===== src/verilog/mcuad_cfg.svh =====
`ifndef MCUAD_CFG_SVH
`define MCUAD_CFG_SVH

// ============================================================
// Address map boundaries (CPU byte addresses)
`define MCUAD_IO_LAST       16'h003f
`define MCUAD_RAM_FIRST     16'h0080
`define MCUAD_RAM_LAST      16'h00ff
`define MCUAD_FLASH_FIRST   16'h7800
`define MCUAD_FLASH_LAST    16'h7fee
`define MCUAD_TRIM_ADDR     16'h7fef
`define MCUAD_ROM_FIRST     16'hf000
`define MCUAD_ROM_LAST      16'hf2ef
`define MCUAD_HIGH_FIRST    16'hfe00
`define MCUAD_HIGH_LAST     16'hfe0f
`define MCUAD_RESV_FIRST    16'hfe03
`define MCUAD_RESV_LAST     16'hfe06
`define MCUAD_RESV_SINGLE   16'hfe09

// ============================================================
// Register offsets
`define MCUAD_PORTA_DATA    16'h0000
`define MCUAD_PORTB_DATA    16'h0001
`define MCUAD_PORTA_DIR     16'h0004
`define MCUAD_PORTB_DIR     16'h0005
`define MCUAD_IRQKB_SC      16'h001a
`define MCUAD_KB_ENABLES    16'h001b
`define MCUAD_CONFIG        16'h001f
`define MCUAD_BRK_STATUS    16'hfe00
`define MCUAD_RST_SOURCE    16'hfe01
`define MCUAD_BRK_FLAGCTL   16'hfe02
`define MCUAD_FLASH_CTL     16'hfe08
`define MCUAD_BRKPT_HIGH    16'hfe0c
`define MCUAD_BRKPT_LOW     16'hfe0d
`define MCUAD_BRKPT_SC      16'hfe0e
`define MCUAD_LV_STATUS     16'hfe0f
`define MCUAD_FLASH_PROT    16'hfff0
`define MCUAD_WDOG_CTL      16'hffff

// ============================================================
// Field positions and reset values
`define MCUAD_IRQ_FLAG_BIT  3'd7
`define MCUAD_IRQ_ACK_BIT   3'd6
`define MCUAD_IRQ_MASK_BIT  3'd5
`define MCUAD_IRQ_MODE_BIT  3'd4
`define MCUAD_KEY_FLAG_BIT  3'd3
`define MCUAD_KEY_ACK_BIT   3'd2
`define MCUAD_KEY_MASK_BIT  3'd1
`define MCUAD_KEY_MODE_BIT  3'd0
`define MCUAD_DIRB_MASK     8'h8f
`define MCUAD_KBIE_MASK     8'h7e
`define MCUAD_CONFIG_RESET  8'h30
`define MCUAD_HIGH_ENTRIES  8

`endif


===== src/verilog/mcuad_pkg.sv =====
package mcuad_pkg;

  typedef enum logic [3:0] {
    MCUAD_NONE,
    MCUAD_IO_INT,
    MCUAD_IO_EXT,
    MCUAD_RAM,
    MCUAD_FLASH,
    MCUAD_TRIM,
    MCUAD_ROM,
    MCUAD_HIGH,
    MCUAD_RESERVED,
    MCUAD_ILLEGAL
  } mcuad_region_t;

  typedef enum logic [1:0] {
    MCUAD_IDLE,
    MCUAD_ACCESS,
    MCUAD_DONE
  } mcuad_state_t;

endpackage


===== src/verilog/mcuad_address_decoder.sv =====
`include "mcuad_cfg.svh"
`timescale 1ns/10ps
`default_nettype none

module mcuad_address_decoder (
  // Clock and reset
  input  wire logic                   clock,
  input  wire logic                   rst,
  // Avalon-MM slave
  input  wire logic [17:0]            address,
  input  wire logic                   read,
  input  wire logic                   write,
  input  wire logic [31:0]            writedata,
  input  wire logic [3:0]             byteenable,
  output logic      [31:0]            readdata,
  output logic                        waitrequest,
  // Memory and peripheral side
  output mcuad_pkg::mcuad_region_t    regionSelect,
  output logic      [15:0]            memAddress,
  output logic                        memRead,
  output logic                        memWrite,
  output logic      [7:0]             memWriteData,
  input  wire logic [7:0]             memReadData,
  output logic                        illegalAddressReset,
  // Status inputs from system logic
  input  wire logic [7:0]             resetSourceIn,
  input  wire logic [7:0]             lowVoltageIn,
  input  wire logic                   extIrqEvent,
  input  wire logic                   keypadEvent,
  // Port pins
  input  wire logic [7:0]             portAPin,
  input  wire logic [3:0]             portBPin,
  output logic      [7:0]             portAPinValues,
  output logic      [7:0]             portADirection,
  output logic      [3:0]             portBPinValues,
  output logic      [3:0]             portBDirection,
  output logic                        clockOutputEnable,
  // Interrupt control
  output logic                        externalPinIrqFlag,
  output logic                        externalPinIrqMask,
  output logic                        externalPinTriggerMode,
  output logic                        keypadFlag,
  output logic                        keypadIrqMask,
  output logic                        keypadTriggerMode,
  output logic      [6:1]             keypadPinEnable,
  output logic      [7:0]             configValue
);

  // ============================================================
  // State
  typedef struct packed {
    mcuad_pkg::mcuad_state_t  state;
    logic                     wait_;
    logic [7:0]               rdata;
    mcuad_pkg::mcuad_region_t region;
    logic [15:0]              memAddr;
    logic                     memRd;
    logic                     memWr;
    logic [7:0]               memWdata;
    logic                     illegal;
    logic [7:0]               dirA;
    logic [7:0]               dirB;
    logic [7:0]               irqKb;
    logic [7:0]               kbEn;
    logic [7:0]               cfg;
    logic [`MCUAD_HIGH_ENTRIES-1:0][7:0] high;
    logic [7:0]               pinA1;
    logic [7:0]               pinA2;
    logic [3:0]               pinB1;
    logic [3:0]               pinB2;
  } mcuad_regs_t;

  mcuad_regs_t s;
  mcuad_regs_t next_s;

  // Port data and RAM keep their contents over reset, so they live
  // outside the reset struct.
  logic [7:0]       portA;
  logic [3:0]       portB;
  logic [7:0]       ram [0:127];

  logic [15:0]      cpuAddr;
  logic             doWrite;
  logic [7:0]       wbyte;
  mcuad_pkg::mcuad_region_t reg_;

  // Byte addresses on a word grid: each CPU byte owns one bus word,
  // so the two low address bits carry no meaning here.
  assign cpuAddr = address[17:2];
  assign wbyte   = writedata[7:0];
  assign doWrite = (s.state == mcuad_pkg::MCUAD_DONE) && write &&
                   byteenable[0];

  // ============================================================
  // Decode
  // High-page storage is a compact table; FE01 and FE0F only mirror
  // system inputs and get no slot, so they map to the 4'hf marker.
  function automatic logic [3:0] highIndex(input logic [15:0] a);
    logic [3:0] i;
    i = 4'h0;
    case (a)
      `MCUAD_BRK_STATUS:  i = 4'h0;
      `MCUAD_BRK_FLAGCTL: i = 4'h1;
      `MCUAD_FLASH_CTL:   i = 4'h2;
      `MCUAD_BRKPT_HIGH:  i = 4'h3;
      `MCUAD_BRKPT_LOW:   i = 4'h4;
      `MCUAD_BRKPT_SC:    i = 4'h5;
      `MCUAD_FLASH_PROT:  i = 4'h6;
      `MCUAD_WDOG_CTL:    i = 4'h7;
      default:            i = 4'hf;
    endcase
    return i;
  endfunction

  always_comb
  begin
    reg_ = mcuad_pkg::MCUAD_ILLEGAL;
    if (cpuAddr <= `MCUAD_IO_LAST)
    begin
      case (cpuAddr)
        `MCUAD_PORTA_DATA, `MCUAD_PORTB_DATA,
        `MCUAD_PORTA_DIR, `MCUAD_PORTB_DIR,
        `MCUAD_IRQKB_SC, `MCUAD_KB_ENABLES,
        `MCUAD_CONFIG:
          reg_ = mcuad_pkg::MCUAD_IO_INT;
        default:
          // Gaps below 0020 stay illegal; the rest is peripherals
          if (cpuAddr[5])
            reg_ = mcuad_pkg::MCUAD_IO_EXT;
          else
            reg_ = mcuad_pkg::MCUAD_ILLEGAL;
      endcase
    end
    else if (cpuAddr >= `MCUAD_RAM_FIRST && cpuAddr <= `MCUAD_RAM_LAST)
      reg_ = mcuad_pkg::MCUAD_RAM;
    else if (cpuAddr >= `MCUAD_FLASH_FIRST &&
             cpuAddr <= `MCUAD_FLASH_LAST)
      reg_ = mcuad_pkg::MCUAD_FLASH;
    else if (cpuAddr == `MCUAD_TRIM_ADDR)
      reg_ = mcuad_pkg::MCUAD_TRIM;
    else if (cpuAddr >= `MCUAD_ROM_FIRST && cpuAddr <= `MCUAD_ROM_LAST)
      reg_ = mcuad_pkg::MCUAD_ROM;
    else if (cpuAddr >= `MCUAD_HIGH_FIRST &&
             cpuAddr <= `MCUAD_HIGH_LAST)
    begin
      if ((cpuAddr >= `MCUAD_RESV_FIRST &&
           cpuAddr <= `MCUAD_RESV_LAST) ||
          cpuAddr == `MCUAD_RESV_SINGLE)
        reg_ = mcuad_pkg::MCUAD_RESERVED;
      else if (highIndex(cpuAddr) != 4'hf ||
               cpuAddr == `MCUAD_RST_SOURCE ||
               cpuAddr == `MCUAD_LV_STATUS)
        reg_ = mcuad_pkg::MCUAD_HIGH;
      else
        reg_ = mcuad_pkg::MCUAD_ILLEGAL;
    end
    else if (cpuAddr == `MCUAD_FLASH_PROT || cpuAddr == `MCUAD_WDOG_CTL)
      reg_ = mcuad_pkg::MCUAD_HIGH;
    else if (cpuAddr > `MCUAD_HIGH_LAST)
      // Remainder of the top page holds vectors and other blocks
      reg_ = mcuad_pkg::MCUAD_IO_EXT;
  end

  // ============================================================
  // Internal read value
  function automatic logic [7:0] readInternal(
    input logic [15:0] a, input mcuad_regs_t r,
    input logic [7:0] pa, input logic [3:0] pb);
    logic [7:0] v;
    logic [3:0] hi;
    v  = 8'h00;
    hi = highIndex(a);
    case (a)
      // Input bits show the pin, output bits the latch
      `MCUAD_PORTA_DATA: v = (pa & r.dirA) | (r.pinA2 & ~r.dirA);
      `MCUAD_PORTB_DATA: v = {4'h0, (pb & r.dirB[3:0]) |
                              (r.pinB2 & ~r.dirB[3:0])};
      `MCUAD_PORTA_DIR:  v = r.dirA;
      `MCUAD_PORTB_DIR:  v = r.dirB & `MCUAD_DIRB_MASK;
      `MCUAD_IRQKB_SC:   v = r.irqKb;
      `MCUAD_KB_ENABLES: v = r.kbEn & `MCUAD_KBIE_MASK;
      `MCUAD_CONFIG:     v = r.cfg;
      `MCUAD_RST_SOURCE: v = resetSourceIn;
      `MCUAD_LV_STATUS:  v = lowVoltageIn;
      default:
        if (hi != 4'hf)
          v = r.high[hi[2:0]];
        else
          v = 8'h00;
    endcase
    return v;
  endfunction

  // ============================================================
  // Next state
  always_comb
  begin
    logic [3:0] hi;
    next_s         = s;
    hi             = highIndex(cpuAddr);
    next_s.pinA1   = portAPin;
    next_s.pinA2   = s.pinA1;
    next_s.pinB1   = portBPin;
    next_s.pinB2   = s.pinB1;
    next_s.memRd   = 1'b0;
    next_s.memWr   = 1'b0;
    next_s.illegal = 1'b0;
    // One access spans three edges: take, decode and fetch, complete.
    // Writes land only on the completion edge, where the master sees
    // waitrequest low, so storage never changes mid-request.
    case (s.state)
      mcuad_pkg::MCUAD_IDLE:
        if (read || write)
        begin
          next_s.state    = mcuad_pkg::MCUAD_ACCESS;
          next_s.region   = reg_;
          next_s.memAddr  = cpuAddr;
          next_s.memWdata = wbyte;
        end
      mcuad_pkg::MCUAD_ACCESS:
      begin
        next_s.state = mcuad_pkg::MCUAD_DONE;
        next_s.wait_ = 1'b0;
        case (s.region)
          mcuad_pkg::MCUAD_IO_INT, mcuad_pkg::MCUAD_HIGH:
            next_s.rdata = readInternal(cpuAddr, s, portA, portB);
          mcuad_pkg::MCUAD_RAM:
            next_s.rdata = ram[cpuAddr[6:0]];
          mcuad_pkg::MCUAD_IO_EXT, mcuad_pkg::MCUAD_FLASH,
          mcuad_pkg::MCUAD_TRIM, mcuad_pkg::MCUAD_ROM:
            next_s.rdata = memReadData;
          // The cycle still completes so a gap never hangs the master
          mcuad_pkg::MCUAD_ILLEGAL:
          begin
            next_s.rdata   = 8'h00;
            next_s.illegal = 1'b1;
          end
          default:
            next_s.rdata = 8'h00;
        endcase
      end
      mcuad_pkg::MCUAD_DONE:
      begin
        next_s.state  = mcuad_pkg::MCUAD_IDLE;
        next_s.wait_  = 1'b1;
        next_s.region = mcuad_pkg::MCUAD_NONE;
        if (s.region == mcuad_pkg::MCUAD_IO_EXT ||
            s.region == mcuad_pkg::MCUAD_FLASH ||
            s.region == mcuad_pkg::MCUAD_TRIM ||
            s.region == mcuad_pkg::MCUAD_ROM)
        begin
          // Outside strobe fires on the edge the bus completes
          next_s.memRd = read;
          next_s.memWr = doWrite;
        end
        if (doWrite && s.region == mcuad_pkg::MCUAD_IO_INT)
        begin
          case (cpuAddr)
            `MCUAD_PORTA_DIR: next_s.dirA = wbyte;
            `MCUAD_PORTB_DIR:
              next_s.dirB = wbyte & `MCUAD_DIRB_MASK;
            `MCUAD_IRQKB_SC:
            begin
              next_s.irqKb[`MCUAD_IRQ_MASK_BIT] =
                wbyte[`MCUAD_IRQ_MASK_BIT];
              next_s.irqKb[`MCUAD_IRQ_MODE_BIT] =
                wbyte[`MCUAD_IRQ_MODE_BIT];
              next_s.irqKb[`MCUAD_KEY_MASK_BIT] =
                wbyte[`MCUAD_KEY_MASK_BIT];
              next_s.irqKb[`MCUAD_KEY_MODE_BIT] =
                wbyte[`MCUAD_KEY_MODE_BIT];
              if (wbyte[`MCUAD_IRQ_ACK_BIT])
                next_s.irqKb[`MCUAD_IRQ_FLAG_BIT] = 1'b0;
              if (wbyte[`MCUAD_KEY_ACK_BIT])
                next_s.irqKb[`MCUAD_KEY_FLAG_BIT] = 1'b0;
            end
            `MCUAD_KB_ENABLES:
              next_s.kbEn = wbyte & `MCUAD_KBIE_MASK;
            `MCUAD_CONFIG: next_s.cfg = wbyte;
            default: next_s.cfg = s.cfg;
          endcase
        end
        if (doWrite && s.region == mcuad_pkg::MCUAD_HIGH &&
            hi != 4'hf)
          next_s.high[hi[2:0]] = wbyte;
      end
      default:
        next_s.state = mcuad_pkg::MCUAD_IDLE;
    endcase
    // Events set after the acknowledge so a same-cycle event wins
    if (extIrqEvent)
      next_s.irqKb[`MCUAD_IRQ_FLAG_BIT] = 1'b1;
    if (keypadEvent)
      next_s.irqKb[`MCUAD_KEY_FLAG_BIT] = 1'b1;
    next_s.irqKb[`MCUAD_IRQ_ACK_BIT] = 1'b0;
    next_s.irqKb[`MCUAD_KEY_ACK_BIT] = 1'b0;
  end

  // ============================================================
  // Registers
  always_ff @(posedge clock or posedge rst)
  begin
    if (rst)
    begin
      s       <= '0;
      s.wait_ <= 1'b1;
      s.cfg   <= `MCUAD_CONFIG_RESET;
    end
    else
      s <= next_s;
  end

  // Limitation: after power-up these read unknown until written
  // No reset here: port data and RAM survive a reset
  always_ff @(posedge clock)
  begin
    if (doWrite && s.region == mcuad_pkg::MCUAD_IO_INT &&
        cpuAddr == `MCUAD_PORTA_DATA)
      portA <= wbyte;
    if (doWrite && s.region == mcuad_pkg::MCUAD_IO_INT &&
        cpuAddr == `MCUAD_PORTB_DATA)
      portB <= wbyte[3:0];
    if (doWrite && s.region == mcuad_pkg::MCUAD_RAM)
      ram[cpuAddr[6:0]] <= wbyte;
  end

  // ============================================================
  // Outputs
  assign readdata               = {24'h000000, s.rdata};
  assign waitrequest            = s.wait_;
  assign regionSelect           = s.region;
  assign memAddress             = s.memAddr;
  assign memRead                = s.memRd;
  assign memWrite               = s.memWr;
  assign memWriteData           = s.memWdata;
  assign illegalAddressReset    = s.illegal;
  assign portAPinValues         = portA;
  assign portADirection         = s.dirA;
  assign portBPinValues         = portB;
  assign portBDirection         = s.dirB[3:0];
  assign clockOutputEnable      = s.dirB[7];
  assign externalPinIrqFlag     = s.irqKb[`MCUAD_IRQ_FLAG_BIT];
  assign externalPinIrqMask     = s.irqKb[`MCUAD_IRQ_MASK_BIT];
  assign externalPinTriggerMode = s.irqKb[`MCUAD_IRQ_MODE_BIT];
  assign keypadFlag             = s.irqKb[`MCUAD_KEY_FLAG_BIT];
  assign keypadIrqMask          = s.irqKb[`MCUAD_KEY_MASK_BIT];
  assign keypadTriggerMode      = s.irqKb[`MCUAD_KEY_MODE_BIT];
  assign keypadPinEnable        = s.kbEn[6:1];
  assign configValue            = s.cfg;

endmodule // mcuad_address_decoder

`default_nettype wire


===== config.mk =====
export PLATFORM = sky130hd
export DESIGN_NAME = mcuad_address_decoder
export DESIGN_NICKNAME = d
export VERILOG_FILES = /design/src/verilog/mcuad_pkg.sv /design/src/verilog/mcuad_address_decoder.sv
export VERILOG_INCLUDE_DIRS = /design/src /design/src/verilog
export SDC_FILE = /design/constraint.sdc
export NUM_CORES = 1
export LEC_CHECK = 0
export BUFFER_PORTS_ARGS = -buffer_cell sky130_fd_sc_hd__buf_2
export CORE_MARGIN = 4
export CORE_UTILIZATION = 30
export DETAILED_ROUTE_END_ITERATION = 12
export GPL_ROUTABILITY_DRIVEN = 0
export GPL_TIMING_DRIVEN = 0
export PLACE_DENSITY = 0.52
export SLEW_MARGIN = 20
export SYNTH_ARGS = -nofsm -noshare
export SYNTH_HDL_FRONTEND = slang
export SYNTH_SLANG_ARGS = --single-unit

===== constraint.sdc =====
create_clock -name clock -period 5.5 [get_ports clock]
set_input_delay 0.275 -clock clock [delete_from_list [all_inputs] [get_ports clock]]
set_output_delay 0.275 -clock clock [all_outputs]
set_load 0.05 [all_outputs]

# Word-level counts from Yosys, hierarchy flattened
# Memory sizes are Yosys's and may differ from the RTL's.
# Index checks and enable logic that the tools add are counted.
# op_classes
magnitude_cmp	15
n_eq_ne	32
n_mux	51
n_bitwise	8
n_reduce_logical	47
# op_table
operator	n
== test 16 bit, second input constant	11
two-way mux 4 bit	21
one-hot mux 8 bit (9 select lines)	1
bitwise mux 64 bit	1
== test 16 x 5 -> 1 bit, second input constant	3
>= comparator 16 bit, second input constant	3
<= comparator 16 bit, second input constant	3
== test 16 x 3 -> 1 bit, second input constant	2
one-hot mux 4 bit (8 select lines)	1
binary-select mux 8 bit (select 3 bit)	1
demux 8 bit (select 3 bit)	1
two-way mux 8 bit	3
one-hot mux 8 bit (3 select lines)	1
two-way mux 20 bit	1
nonzero test 2 bit	10
AND 8 bit	2
== test 16 x 1 -> 1 bit, second input constant	1
== test 16 x 15 -> 1 bit, second input constant	1
== test 4 x 3 -> 1 bit, second input constant	4
>= comparator 16 x 15 -> 1 bit, second input constant	1
>= comparator 16 x 8 -> 1 bit, second input constant	1
greater-than comparator 16 bit, second input constant	1
<= comparator 16 x 15 -> 1 bit, second input constant	1
<= comparator 16 x 6 -> 1 bit, second input constant	1
other kinds (30)	77
# totals
ff_bits	175
mem_bits_rw	1024
inputBits	96
out_inout_bits	109
memories	1
# memory_table
memory	depth	width	read_ports	rd_clocked_by_memory_dff	wr	line_no	rtl
ram	128	8	1	0	1	mcuad_address_decoder.sv:80	logic [7:0] ram [0:127];

# Logic depth before layout (Yosys ltp)
# depth
ltp_word	23
mapped_depth	12
depth_no_buf	8

# Worst setup path after synthesis
# No wires, ideal clock.
# synth_timing
path_type	input -> register
start	input port address[4]
end	memory ram[127][0] (enable)
setup_ns	0.371
t_arrival_ns	2.454
t_required_ns	5.129
path_slack_ns	2.676
cell_stages	9
path_buffers	5
cell_sequence	clkbuf_1 -> buf_2 -> inv_2 -> buf_2 -> clkbuf_1 -> nor3_1 -> nand3_1 -> clkbuf_1 -> nor2_1
# synth_lines
item	line_no	rtl
from (decl)	mcuad_address_decoder.sv:10	input wire logic [17:0] address,
to (decl)	mcuad_address_decoder.sv:80	
# No word-level cell before the write port.

# Worst setup path after layout
# layout_timing
start	input port address[4]
end	memory ram[51][1] (enable)
# No word-level cell before the write port.

==> tab_implementation.tex <==
\begin{tabular}{lr}
\hline
Metric & Value \\
\hline
\multicolumn{2}{l}{\textbf{Global route}} \\
\quad Pin count of the biggest net entering global routing & 97 \\
\quad Grt ovf & 0 \\
\quad Global-route wire length before repair & 227000 um \\
\quad Antenna violations before repair & 14 \\
\quad Global-route total usage across every layer & 19.3\% \\
\quad Vias in the first global route & 27.5k \\
\multicolumn{2}{l}{\textbf{Critical path}} \\
\quad Crit path DAT & 5600 ps \\
\quad Startpoint-to-endpoint class of the critical path & input port to register \\
\quad Depth of the most critical reg-to-reg path & 7 \\
\quad Required time worst endpoint & 5860 ps \\
\quad Reg-to-reg critical path endpoint & ram[51][1]\$\_DFFE\_PP\_ \\
\quad CP Max Fanout & 10 \\
\quad Critical Path End Type & register \\
\quad Critical path startpoint category & input port \\
\quad Startpoint of the worst register-to-register path & s[168]\$\_DFFE\_PP0P\_ \\
\quad Minimum setup slack among reg-to-reg paths & 1150 ps \\
\multicolumn{2}{l}{\textbf{Final layout}} \\
\quad Post-Route Utilization & 35.3\% \\
\quad Commonest non-fill, non-tap cells in the layout & sky130\_fd\_sc\_hd\_\_edfxtp\_1, sky130\_fd\_sc\_hd\_\_mux4\_2, sky130\_fd\_sc\_hd\_\_buf\_2, sky130\_fd\_sc\_hd\_\_nor2\_1, sky130\_fd\_sc\_hd\_\_dfrtp\_1 \\
\quad Fraction of layout cells with a size suffix above 1 & 27.6\% \\
\quad Final cell area excluding filler cells & 56500 um\^{}2 \\
\quad Most frequent standard cell in the layout excluding fill and tap cells & sky130\_fd\_sc\_hd\_\_edfxtp\_1 \\
\quad Final std cells w/o fill & 5222 \\
\quad Nets@finish & 3062 \\
\quad Relative area change from synthesis to final layout & 16.9\% \\
\multicolumn{2}{l}{\textbf{Clock tree}} \\
\quad Root buffer cell & sky130\_fd\_sc\_hd\_\_clkbuf\_16 \\
\quad Clock Sinks & 1199 \\
\quad Clock latency of the later-clocked register in the worst-skew pair & 770 ps \\
\quad Number of levels the H-tree was split into & 3 \\
\quad TritonCTS buffer count & 121 \\
\quad Clock tree from TritonCTS & built \\
\quad Post-cts resize count & 0 \\
\quad Deepest clock path buffer count & 3 \\
\quad Clock-pin transition on the worst setup and hold timing paths & 60 ps \\
\multicolumn{2}{l}{\textbf{Floorplanning}} \\
\quad Placement row count & 147 \\
\quad Number of ports placed on the die boundary & 205 \\
\quad CORE AREA & 160000 um\^{}2 \\
\quad Die area & 168000 um\^{}2 \\
\quad Initial core utilization & 30.1\% \\
\quad Die outline height & 409 um \\
\quad Horizontal extent of the die & 409 um \\
\multicolumn{2}{l}{\textbf{Yosys}} \\
\quad Per-instance average area after synthesis & 18.5 um\^{}2 \\
\quad Number of enable-type register cells in the synthesized netlist & 1036 \\
\quad Instance count of the mapped netlist & 2617 \\
\quad Fraction of the yosys area taken by sequential cells & 72.8\% \\
\quad Area of the mapped netlist & 48300 um\^{}2 \\
\quad Number of different library cells in the post-synthesis netlist & 79 \\
\quad Number of synthesized register bits & 1199 \\
\quad Most used flip-flop cell after synthesis & sky130\_fd\_sc\_hd\_\_edfxtp\_1 \\
\quad Number of warnings reported in the yosys synthesis log & 0 \\
\quad Ys async rst share & 13.6\% \\
\multicolumn{2}{l}{\textbf{Drt}} \\
\quad Remaining number of nets flagged by the antenna check after routing & 0 \\
\quad DRC violation count after routing & 0 \\
\quad Average wire per cell in the routed design & 31.7 um \\
\quad Number of DRC violations after detailed-routing iteration 0 & 3858 \\
\quad Detail-routed via count per cell & 5.31 \\
\quad Vias post-DR & 27.7k \\
\quad Final wirelength & 165000 um \\
\quad Pre-Repair DR Iteration Count & 6 \\
\multicolumn{2}{l}{\textbf{Placement}} \\
\quad Buffers on Ports & 148 \\
\quad Total half-perimeter wirelength after legalization and detailed placement & 111000 um \\
\quad Post-place instance area & 52300 um\^{}2 \\
\quad DP Cell Count & 4959 \\
\multicolumn{2}{l}{\textbf{STA}} \\
\quad Setup TNS & 0 ps \\
\quad Final hold vios & 0 \\
\quad Part of the cycle the worst path needs & 95.3\% \\
\quad Headroom to the max-slew limit & 12.2\% \\
\quad Fin Clk Skew & 74.3 ps \\
\quad Setup Viol. Count Final & 0 \\
\quad Post-layout minimum cycle time & 5240 ps \\
\quad Least-Margin Pin Slew & 1320 ps \\
\quad Highest attainable clock frequency & 191 MHz \\
\quad Max-slew violation count & 0 \\
\quad Setup repair after global routing missed its margin & false \\
\multicolumn{2}{l}{\textbf{Power}} \\
\quad Highest ir drop seen on vdd & 0.294 mV \\
\quad LEAKAGE & 19.1 nW \\
\quad Final total power & 20.5 mW \\
\quad Total power per unit cell area & 363 nW/um\^{}2 \\
\multicolumn{2}{l}{\textbf{Outcome}} \\
\quad Run status & complete, no violations \\
\multicolumn{2}{l}{\textbf{Min path}} \\
\quad End point of the most critical hold path & readdata[4]\$\_DFFE\_PP0P\_ \\
\quad Hold path depth & 3 \\
\quad Class of the tightest hold or removal check & input port to register \\
\quad Start point of the worst min-delay path & memReadData[4] \\
\multicolumn{2}{l}{\textbf{Run}} \\
\quad Number of maximum-capacitance constraint violations & 0 \\
\hline
\end{tabular}
[logic make-up after synthesis]
| group | Yosys count | synth area share (%) |
|---|---|---|
| AOI/OAI and AO/OA | 278 | 4.04 |
| adders and majority gates | 4 | 0.104 |
| buffers and inverters | 242 | 2.76 |
| DFF | 1199 | 72.8 |
| muxes | 430 | 15.7 |
| other | 1 | 0.00776 |
| and+or+nand+nor | 463 | 4.61 |
[cell type report]
type / count / area (um^2)
clock buffer: 155 / 3330
clock inverter: 64 / 515
sequential: 1199 / 35200
inverter: 12 / 52.6
buffer: 230 / 1320
timing repair buffer: 199 / 1460
antenna: 4 / 10.0
tap: 2160 / 2700
multi-input combinational: 1199 / 12000
fill: 15200 / 104000
[through the flow]
stage,worst slack (ps),hold WS (ps)
2_1_floorplan,825,306
3_3_place_gp,-1400,332
3_5_place_dp,-222,339
4_1_cts,548,23.9
5_1_grt,433,35.8
6_report,260,35.6
[worst max path at each step]
stage / startpoint / end / slack (ps) / cells after the start
after floorplan: rst / clockOutputEnable$_DFFE_PP0P_ / 820 / 1
after global placement: rst / memAddress[4]$_DFFE_PP0P_ / -1400 / 2
after detailed placement: address[4] / ram[1][0]$_DFFE_PP_ / -220 / 9
after CTS: address[4] / ram[50][6]$_DFFE_PP_ / 550 / 9
after global routing: address[4] / ram[99][3]$_DFFE_PP_ / 430 / 9
final: address[4] / ram[51][1]$_DFFE_PP_ / 260 / 9
[sequential cells by signal, indices dropped and copies added (netlist names), 4 cells and up]
register	flops
s	78
memWriteData	8
keypadPinEnable	6
portAPinValues	8
portBPinValues	4
ram	1024
readdata	8
regionSelect	4
portADirection	8
memAddress	16
portBDirection	4
next_s	12
configValue	8
[critical path, stage by stage]
cell	delay (ps)
sky130_fd_sc_hd__clkbuf_1	470
sky130_fd_sc_hd__buf_2	470
sky130_fd_sc_hd__buf_1	850
sky130_fd_sc_hd__buf_2	640
sky130_fd_sc_hd__buf_2	510
sky130_fd_sc_hd__nor3_1	190
sky130_fd_sc_hd__nand3_1	570
sky130_fd_sc_hd__clkbuf_1	1030
sky130_fd_sc_hd__nor2_1	560
[routing by layer]
| metal | GRT usage, % | up-vias | wire length [um] |
|---|---|---|---|
| met5 | 0 | - | 34 |
| met1 | 26.5 | 14800 | 67700 |
| met2 | 30.7 | 1467 | 76900 |
| li1 | - | 11200 | - |
| met4 | 5.88 | 4 | 5620 |
| met3 | 4.25 | 292 | 15100 |
[report_power, final]
group	internal (mW)	leakage (nW)	total (mW)	switching, mW
sequential	10.0	11.4	10.1	0.110
combinational	0.734	5.79	2.31	1.58
clock	4.53	1.89	8.08	3.56
[Yosys cell counts, types with 56 or more instances]
cell / number / area [um^2]
sky130_fd_sc_hd__mux2_2: 56 / 631
sky130_fd_sc_hd__mux2_1: 64 / 721
sky130_fd_sc_hd__dfrtp_1: 160 / 4000
sky130_fd_sc_hd__nor2_1: 171 / 642
sky130_fd_sc_hd__edfxtp_1: 1036 / 31100
sky130_fd_sc_hd__mux2i_1: 60 / 601
sky130_fd_sc_hd__buf_4: 94 / 706
sky130_fd_sc_hd__buf_2: 60 / 300
sky130_fd_sc_hd__mux4_2: 250 / 5630
sky130_fd_sc_hd__a22oi_1: 65 / 488
sky130_fd_sc_hd__clkbuf_1: 61 / 229
sky130_fd_sc_hd__nand2_1: 117 / 439
[repair_timing]
action	in CTS	in global routing
setup buffers	0	0
hold endpoints to repair	332	0
hold buffers	40	0
Note: power is estimated with default switching activity, not from simulation.
